`config.mk`:
```
export PLATFORM = sky130hd
export DESIGN_NAME = sffs_supervisor
export DESIGN_NICKNAME = d
export VERILOG_FILES = /design/src/design/sffs_pkg.sv /design/src/design/supply_fault_failsafe_supervisor.sv
export SDC_FILE = /design/constraint.sdc
export NUM_CORES = 1
export LEC_CHECK = 0
export BUFFER_PORTS_ARGS = -buffer_cell sky130_fd_sc_hd__buf_4
export CAP_MARGIN = 20
export CORE_ASPECT_RATIO = 1.75
export CORE_MARGIN = 3
export CORE_UTILIZATION = 30
export DETAILED_ROUTE_END_ITERATION = 10
export SYNTH_ARGS = -nofsm -noshare
export SYNTH_HDL_FRONTEND = slang
export SYNTH_SLANG_ARGS = --single-unit
```
`constraint.sdc`:
```
create_clock -name clk -period 3.8 [get_ports clk]
set_input_delay 0.38 -clock clk [delete_from_list [all_inputs] [get_ports clk]]
set_output_delay 0.38 -clock clk [all_outputs]
set_load 0.02 [all_outputs]
```
`src/design/sffs_pkg.sv`:
```
package sffs_pkg;
    // Fault flag positions within the per-channel fault word
    localparam int FLT_SHORT = 0;
    localparam int FLT_OVERCUR = 1;
    localparam int FLT_HOT = 2;
    localparam int FLT_OPENLOAD = 3;
    localparam int FLT_SUPSHORT = 4;
    localparam int FLT_W = 5;
    localparam logic [FLT_W-1:0] FLT_RESET = 5'h00;
    // Supply condition bundle from the analog comparators
    typedef struct packed {
        logic pwrNormal;
        logic pwrBelowUv;
        logic pwrBelowExt;
        logic pwrOver;
        logic pwrOverRelease;
        logic logicFail;
        logic bothPor;
        logic sysGndLoss;
        logic devGndHigh;
    } sffs_supply_s;
    localparam int SUP_W = 9;
endpackage : sffs_pkg

```
`src/design/supply_fault_failsafe_supervisor.sv`:
```
`timescale 1ns/1ns
// Behaviour
// - Registers and flags hold while supply sits in extended range with logic supply good.
// - Below extended floor short and overcurrent still switch off but set no flag; overtemperature report deferred until above undervoltage.
// - Outputs stay on above normal limit only when overvoltage_disable set.
// - Logic-supply fail with normal power, or both supplies at POR, clear faults.
// - A fault flag clears on status read only after cause gone and delatched.
// - Short, overcurrent, overtemperature, undervoltage switch channel off at once, slew ignored.
// - Load ground loss keeps channel state and flags openload.
// - System ground loss switches channels off.
// - Device ground high stops SPI and enters fail-safe; low shift runs normally.
// - Logic supply fail with enable set enters fail-safe and resets registers.
// - In fail-safe, direct inputs drive channels when power supply normal.
// - During logic supply loss faults still show on active-low fault pin.
// - Without logic supply serial data output is not driven.
// - Logic supply loss with enable clear stays out of fail-safe, so channels follow SPI registers; spiEnable still drops.
// - Short-circuit pulls fault pin low and sets its fault bit.
// - Overvoltage flag clears on status read once below release level.
module sffs_supervisor #(
    parameter int CH = 2
) (
    // Clock and reset
    input wire logic clk,
    input wire logic reset,
    // Analog supply and ground conditions
    input wire logic [sffs_pkg::SUP_W-1:0] supplyIn,
    input wire logic [CH-1:0] loadGndLoss,
    // Per-channel fault causes from the protection circuits
    input wire logic [CH-1:0] shortCause,
    input wire logic [CH-1:0] overcurrentCause,
    input wire logic [CH-1:0] overtempCause,
    input wire logic [CH-1:0] osCause,
    input wire logic [CH-1:0] olCause,
    // Control from the SPI register file
    input wire logic overvoltageDisable,
    input wire logic logicFailEnable,
    input wire logic [CH-1:0] spiChannelOn,
    input wire logic [CH-1:0] delatch,
    input wire logic statusRead,
    input wire logic spiSdoData,
    // Direct input pins
    input wire logic [CH-1:0] directIn,
    // Outputs
    output logic [CH-1:0] outputChannel,
    output logic [CH*sffs_pkg::FLT_W-1:0] faultFlags,
    output logic overvoltageFault,
    output logic undervoltageFault,
    output logic failSafe,
    output logic registerClear,
    output logic spiEnable,
    output logic sdoData,
    output logic sdoOe,
    output logic fault_status_n
);
    // Two-stage synchronisers for all asynchronous inputs
    localparam int SW = sffs_pkg::SUP_W + 7 * CH;
    logic [SW-1:0] syncA_reg;
    logic [SW-1:0] syncB_reg;
    always_ff @(posedge clk or posedge reset)
    begin
        if (reset)
        begin
            syncA_reg <= '0;
            syncB_reg <= '0;
        end
        else
        begin
            syncA_reg <= {supplyIn, loadGndLoss, shortCause, overcurrentCause, overtempCause,
                osCause, olCause, directIn};
            syncB_reg <= syncA_reg;
        end
    end
    sffs_pkg::sffs_supply_s sup;
    logic [CH-1:0] lgl, shortDet, overcurDet, hotDet, os, ol, din;
    assign {sup, lgl, shortDet, overcurDet, hotDet, os, ol, din} = syncB_reg;

    // Fault-clearing supply events and fail-safe entry
    logic supplyClear;
    logic failSafeNext;
    assign supplyClear = (sup.logicFail && sup.pwrNormal) || sup.bothPor;
    assign failSafeNext = (sup.logicFail && logicFailEnable) || sup.devGndHigh;

    always_ff @(posedge clk or posedge reset)
    begin
        if (reset)
        begin
            failSafe <= 1'b0;
            registerClear <= 1'b0;
            spiEnable <= 1'b0;
            sdoOe <= 1'b0;
            sdoData <= 1'b0;
        end
        else
        begin
            failSafe <= failSafeNext;
            registerClear <= sup.logicFail && logicFailEnable;
            spiEnable <= !sup.devGndHigh && !sup.logicFail;
            sdoOe <= !sup.logicFail && !sup.devGndHigh;
            sdoData <= spiSdoData;
        end
    end

    // Sticky per-channel flags; set beats status-read clear in the same cycle, supply or register clear beats set
    logic [CH-1:0] chanLatched;
    genvar g;
    generate
        for (g = 0; g < CH; g++)
        begin : gChan
            logic [sffs_pkg::FLT_W-1:0] cause;
            logic [sffs_pkg::FLT_W-1:0] flags_reg;
            logic [sffs_pkg::FLT_W-1:0] flags_next;
            logic latched_reg;
            // Overtemperature report deferred while supply is under the undervoltage level
            assign cause = {os[g], ol[g] || lgl[g], hotDet[g] && !sup.pwrBelowUv,
                overcurDet[g] && !sup.pwrBelowExt,
                shortDet[g] && !sup.pwrBelowExt};
            always_comb
            begin
                flags_next = flags_reg;
                if (statusRead && latched_reg == 1'b0)
                    flags_next = flags_reg & cause;
                flags_next = flags_next | cause;
            end
            always_ff @(posedge clk or posedge reset)
            begin
                if (reset)
                    flags_reg <= sffs_pkg::FLT_RESET;
                else if (supplyClear || registerClear)
                    flags_reg <= sffs_pkg::FLT_RESET;
                else
                    flags_reg <= flags_next;
            end
            always_ff @(posedge clk or posedge reset)
            begin
                if (reset)
                    latched_reg <= 1'b0;
                else if (shortDet[g] || overcurDet[g] || hotDet[g] || sup.pwrBelowUv)
                    latched_reg <= 1'b1;
                else if (delatch[g] || supplyClear)
                    latched_reg <= 1'b0;
            end
            assign chanLatched[g] = latched_reg;
            assign faultFlags[g*sffs_pkg::FLT_W +: sffs_pkg::FLT_W] = flags_reg;

            // Immediate off on latchable fault, no slew ramp; system ground loss forces off
            always_ff @(posedge clk or posedge reset)
            begin
                if (reset)
                    outputChannel[g] <= 1'b0;
                else if (shortDet[g] || overcurDet[g] || hotDet[g] || sup.pwrBelowUv ||
                    latched_reg)
                    outputChannel[g] <= 1'b0;
                else if (sup.sysGndLoss)
                    outputChannel[g] <= 1'b0;
                else if (sup.pwrOver && !overvoltageDisable)
                    outputChannel[g] <= 1'b0;
                else if (failSafeNext)
                    outputChannel[g] <= din[g] && sup.pwrNormal;
                else
                    outputChannel[g] <= spiChannelOn[g];
            end
        end
    endgenerate

    // Common supply flags
    always_ff @(posedge clk or posedge reset)
    begin
        if (reset)
            overvoltageFault <= 1'b0;
        else if (supplyClear || registerClear)
            overvoltageFault <= 1'b0;
        else if (sup.pwrOver)
            overvoltageFault <= 1'b1;
        else if (statusRead && sup.pwrOverRelease)
            overvoltageFault <= 1'b0;
    end
    always_ff @(posedge clk or posedge reset)
    begin
        if (reset)
            undervoltageFault <= 1'b0;
        else if (supplyClear || registerClear)
            undervoltageFault <= 1'b0;
        else if (sup.pwrBelowUv)
            undervoltageFault <= 1'b1;
        else if (statusRead && ~|chanLatched)
            undervoltageFault <= 1'b0;
    end

    // Fault pin reflects live faults even without logic supply
    always_ff @(posedge clk or posedge reset)
    begin
        if (reset)
            fault_status_n <= 1'b1;
        else
            fault_status_n <= !(|shortDet || |overcurDet || |hotDet || |os || |ol ||
                |chanLatched || (sup.pwrOver && !overvoltageDisable) ||
                sup.pwrBelowUv);
    end

    // Assertions
    property p_fastoff;
        @(posedge clk) disable iff (reset) $rose(shortDet[CH-1]) |=> !outputChannel[CH-1];
    endproperty
    a_fastoff: assert property (p_fastoff) else $error("channel not off after short");
    property p_sysgnd;
        @(posedge clk) disable iff (reset) sup.sysGndLoss |=> outputChannel == '0;
    endproperty
    a_sysgnd: assert property (p_sysgnd) else $error("channels on at ground loss");
    property p_sdo;
        @(posedge clk) disable iff (reset) sup.logicFail |=> !sdoOe;
    endproperty
    a_sdo: assert property (p_sdo) else $error("serial out driven without logic supply");
    property p_gndhigh;
        @(posedge clk) disable iff (reset) sup.devGndHigh |=> failSafe && !spiEnable;
    endproperty
    a_gndhigh: assert property (p_gndhigh) else $error("no fail-safe on ground high");
    property p_regclr;
        @(posedge clk) disable iff (reset) registerClear |=> faultFlags == '0 && !overvoltageFault;
    endproperty
    a_regclr: assert property (p_regclr) else $error("registers not reset");
    property p_nofs;
        @(posedge clk) disable iff (reset) (sup.logicFail && !logicFailEnable && !sup.devGndHigh)
            |=> !failSafe;
    endproperty
    a_nofs: assert property (p_nofs) else $error("fail-safe entered with enable clear");
    property p_scpin;
        @(posedge clk) disable iff (reset) |shortDet |=> !fault_status_n;
    endproperty
    a_scpin: assert property (p_scpin) else $error("fault pin not low on short");
    property p_ov;
        @(posedge clk) disable iff (reset) (sup.pwrOver && !overvoltageDisable) |=>
            outputChannel == '0;
    endproperty
    a_ov: assert property (p_ov) else $error("output on during overvoltage");
endmodule : sffs_supervisor

```
==> run_summary.xml <==
<?xml version="1.0" encoding="UTF-8"?>
<metrics>
  <group name="routing">
    <metric name="post_drt_via_cell_ratio" unit="">4.18</metric>
    <metric name="postRouteAntennaNets" unit="">0</metric>
    <metric name="wire_per_inst" unit="um">12.8</metric>
    <metric name="vias" unit="">1144</metric>
    <metric name="drt_wl_total" unit="um">3500</metric>
    <metric name="drc" unit="">0</metric>
    <metric name="drt_first_pass_iters" unit="">3</metric>
    <metric name="violation_count_after_the_first_detailed_routing_iteration" unit="">38</metric>
  </group>
  <group name="synth">
    <metric name="synth-seq-area-share" unit="%">84.0</metric>
    <metric name="synth_simple_gate_area_share" unit="%">9.14</metric>
    <metric name="synth_warnings" unit="">0</metric>
    <metric name="synthDistinctLibCells" unit="">22</metric>
    <metric name="synth_nets" unit="">160</metric>
    <metric name="synthesis.instances" unit="">127</metric>
    <metric name="yosys_register_bits" unit="">67</metric>
    <metric name="synth_compound_area_share" unit="%">5.57</metric>
    <metric name="yosys.area_share.xor_xnor" unit="%">0</metric>
    <metric name="post_synth_instance_area" unit="mm^2">0.00200</metric>
    <metric name="post_synth.cell_area_avg" unit="um^2">15.7</metric>
    <metric name="post_synth_mux_area_share" unit="%">0</metric>
    <metric name="synth_adder_area_share" unit="%">0</metric>
    <metric name="largest_family_of_logic_cells_by_synthesized_area" unit="">simple AND/OR/NAND/NOR gates</metric>
  </group>
  <group name="sta">
    <metric name="holdWs" unit="ns">0.153</metric>
    <metric name="max_slew.worst_pin.slew" unit="ns">0.869</metric>
    <metric name="final_slew_violations" unit="">0</metric>
    <metric name="slew_headroom" unit="%">42.0</metric>
    <metric name="totalNegativeSetupSlack" unit="ns">0</metric>
    <metric name="fmax" unit="MHz">631</metric>
    <metric name="finClkSkew" unit="ns">0.00674</metric>
    <metric name="hold_viol_final" unit="">0</metric>
    <metric name="grt_setup_unrepaired" unit="">no</metric>
    <metric name="min_setup_slack_post_route" unit="ns">2.21</metric>
    <metric name="finalSetupViolations" unit="">0</metric>
    <metric name="fin_crit_sh" unit="%">41.7</metric>
    <metric name="final_period_minus_worst_setup_slack" unit="ns">1.59</metric>
  </group>
  <group name="clocking">
    <metric name="clk_pin_slew_worst_paths" unit="ns">0.07</metric>
    <metric name="cts-hold-fix-buffers" unit="">0</metric>
    <metric name="tritoncts.num_buffers" unit="">9</metric>
    <metric name="ctsResizeCount" unit="">0</metric>
    <metric name="clock_path_buffers" unit="">2</metric>
    <metric name="postCtsSetupRepairBufs" unit="">0</metric>
    <metric name="cts.htree.levels" unit="">3</metric>
    <metric name="cts_tree" unit="">built</metric>
    <metric name="clk_latency" unit="ns">0.33</metric>
    <metric name="clock-root-buffer" unit="">sky130_fd_sc_hd__clkbuf_8</metric>
    <metric name="clock_sink_count" unit="">67</metric>
  </group>
  <group name="final_layout">
    <metric name="mostFrequentLayoutCells" unit="">66 x sky130_fd_sc_hd__dfrtp_1, 53 x sky130_fd_sc_hd__buf_4, 12 x sky130_fd_sc_hd__nor2_1</metric>
    <metric name="layout.core_utilization" unit="%">42.5</metric>
    <metric name="layout.cells.most_common" unit="">sky130_fd_sc_hd__dfrtp_1</metric>
    <metric name="multiInputGateArea" unit="um^2">294</metric>
    <metric name="nNetsFinal" unit="">222</metric>
    <metric name="areaGrowthSynthToFinish" unit="%">34.6</metric>
    <metric name="layout.cells.non_filler" unit="">274</metric>
    <metric name="final.fill_count" unit="">583</metric>
    <metric name="register_area" unit="mm^2">0.00168</metric>
    <metric name="antenna_cells_inserted" unit="">0</metric>
    <metric name="post_route_cells_drive_above_1_share" unit="%">37.1</metric>
    <metric name="final_design_instance_area_without_fill" unit="mm^2">0.00269</metric>
  </group>
  <group name="worst_setup_path">
    <metric name="critPathLaunchType" unit="">flip-flop</metric>
    <metric name="worstPathCellList" unit="">or4_1, or4_1, a21oi_2</metric>
    <metric name="cpMaxStageDelayCell" unit="">sky130_fd_sc_hd__or4_1</metric>
    <metric name="worst_path_largest_cell_delay" unit="ns">0.58</metric>
    <metric name="cell_occurring_most_often_along_the_worst_timing_path" unit="">sky130_fd_sc_hd__or4_1</metric>
    <metric name="setup.worst_path.class" unit="">flip-flop to flip-flop</metric>
    <metric name="crit_path_max_fanout" unit="">3</metric>
    <metric name="worst-endpoint-arrival" unit="ns">1.85</metric>
    <metric name="worstPathRequired" unit="ns">4.06</metric>
    <metric name="crit_buf_inv" unit="">0</metric>
    <metric name="worst_path_dominant_cell_family" unit="">simple AND/OR/NAND/NOR gates</metric>
    <metric name="critical_path.endpoint_type" unit="">flip-flop</metric>
  </group>
  <group name="die">
    <metric name="num_io_pins" unit="">53</metric>
    <metric name="starting_density_of_the_core" unit="%">31.6</metric>
    <metric name="die_height" unit="um">114</metric>
    <metric name="fp.dieArea" unit="mm^2">0.00771</metric>
    <metric name="die_w" unit="um">67.7</metric>
    <metric name="rows" unit="">38</metric>
    <metric name="core_area" unit="mm^2">0.00632</metric>
  </group>
  <group name="place">
    <metric name="place.gp.congestion" unit="">0.672</metric>
    <metric name="pre_cts_ws" unit="ns">2.23</metric>
    <metric name="placement.cell_area" unit="mm^2">0.00248</metric>
    <metric name="dp_cells" unit="">258</metric>
    <metric name="place.detailed.hpwl" unit="um">2700</metric>
    <metric name="io_buffer_count" unit="">52</metric>
  </group>
  <group name="pwr">
    <metric name="irDropWorstVdd" unit="mV">0.205</metric>
    <metric name="design_power_total" unit="mW">1.43</metric>
    <metric name="p_leak" unit="nW">1.27</metric>
    <metric name="power_density" unit="mW/mm^2">531</metric>
  </group>
  <group name="flow_run">
    <metric name="timing.max_cap.violations" unit="">0</metric>
  </group>
  <group name="grt">
    <metric name="grt_first_pass_wirelength" unit="um">5830</metric>
    <metric name="grt_start_max_net_pins" unit="">47</metric>
    <metric name="gr-total-overflow" unit="">0</metric>
    <metric name="first_global_vias" unit="">1243</metric>
    <metric name="antenna_found_initial" unit="">0</metric>
    <metric name="grt_use_total" unit="%">10.9</metric>
  </group>
  <group name="min_path">
    <metric name="hold_path_class" unit="">input pin to flip-flop</metric>
  </group>
  <group name="outcome">
    <metric name="outcome" unit="">finished clean</metric>
  </group>
</metrics>
layout make-up:
cell class,count,share of cell area [%]
Clock inverter,4,1.81
Multi-Input combinational cell,54,10.9
Inverter,4,0.558
Timing Repair Buffer,53,14.8
Clock buffer,12,5.77
Sequential cell,67,62.4
Tap cell,80,3.72
cells by family (layout without fill, tap and decap cells):
family,count (synthesis),in the layout
compound gates,18,18
buf+inv,6,73
simple gates,36,36
flops,67,67
cells in the mapped netlist:
cell type | count | area [um^2]
sky130_fd_sc_hd__a31o_2 | 1 | 8.76
sky130_fd_sc_hd__a21oi_2 | 1 | 8.76
sky130_fd_sc_hd__clkbuf_1 | 1 | 3.75
sky130_fd_sc_hd__o21ai_0 | 1 | 5.00
sky130_fd_sc_hd__nand3b_1 | 1 | 7.51
sky130_fd_sc_hd__nor2b_1 | 5 | 31.3
sky130_fd_sc_hd__inv_1 | 4 | 15.0
sky130_fd_sc_hd__dfrtp_1 | 66 | 1650
sky130_fd_sc_hd__nand2b_1 | 4 | 25.0
sky130_fd_sc_hd__or4_1 | 2 | 15.0
sky130_fd_sc_hd__nand3_1 | 2 | 10.0
sky130_fd_sc_hd__dfstp_2 | 1 | 26.3
sky130_fd_sc_hd__buf_4 | 1 | 7.51
sky130_fd_sc_hd__a2111oi_0 | 1 | 8.76
sky130_fd_sc_hd__nand2_1 | 5 | 18.8
sky130_fd_sc_hd__a21oi_1 | 10 | 50.1
sky130_fd_sc_hd__a22oi_1 | 2 | 15.0
sky130_fd_sc_hd__nor2_1 | 12 | 45.0
sky130_fd_sc_hd__and2_1 | 1 | 6.26
sky130_fd_sc_hd__a211oi_1 | 2 | 15.0
sky130_fd_sc_hd__nor3_1 | 1 | 5.00
sky130_fd_sc_hd__nor4_1 | 3 | 18.8
power breakdown:
part | leakage (nW) | internal, mW | switching [mW] | total (mW)
registers | 0.802 | 0.748 | 0.0152 | 0.763
clock network | 0.106 | 0.338 | 0.238 | 0.576
logic | 0.361 | 0.0422 | 0.0459 | 0.0881
total | 1.27 | 1.13 | 0.299 | 1.43
per-layer routing:
layer | share of wire (%) | wire [um] | GRT usage (%)
met2 | 56 | 1960 | 18.0
met3 | 5.6 | 196 | 3.65
met4 | 3.7 | 131 | 8.13
met1 | 34 | 1200 | 10.7
met5 | 0 | 0 | 0
final timing paths:
path                                         startpoint                         end  slack (ns)  depth (start not counted)
worst max-delay path            syncB_reg[21]$_DFF_PP0_  outputChannel[1]$_DFF_PP0_        2.21                          3
worst min register to register  syncA_reg[19]$_DFF_PP0_     syncB_reg[19]$_DFF_PP0_        0.35                          0
min in group asynchronous                         reset     syncA_reg[17]$_DFF_PP0_        0.24                          2
worst min-delay path                   overtempCause[1]      syncA_reg[7]$_DFF_PP0_        0.15                          1
max in group asynchronous                         reset    fault_status_n$_DFF_PP1_        2.71                          3
worst max register to register  syncB_reg[21]$_DFF_PP0_  outputChannel[1]$_DFF_PP0_        2.21                          3
(Power assumes the default switching activity.)
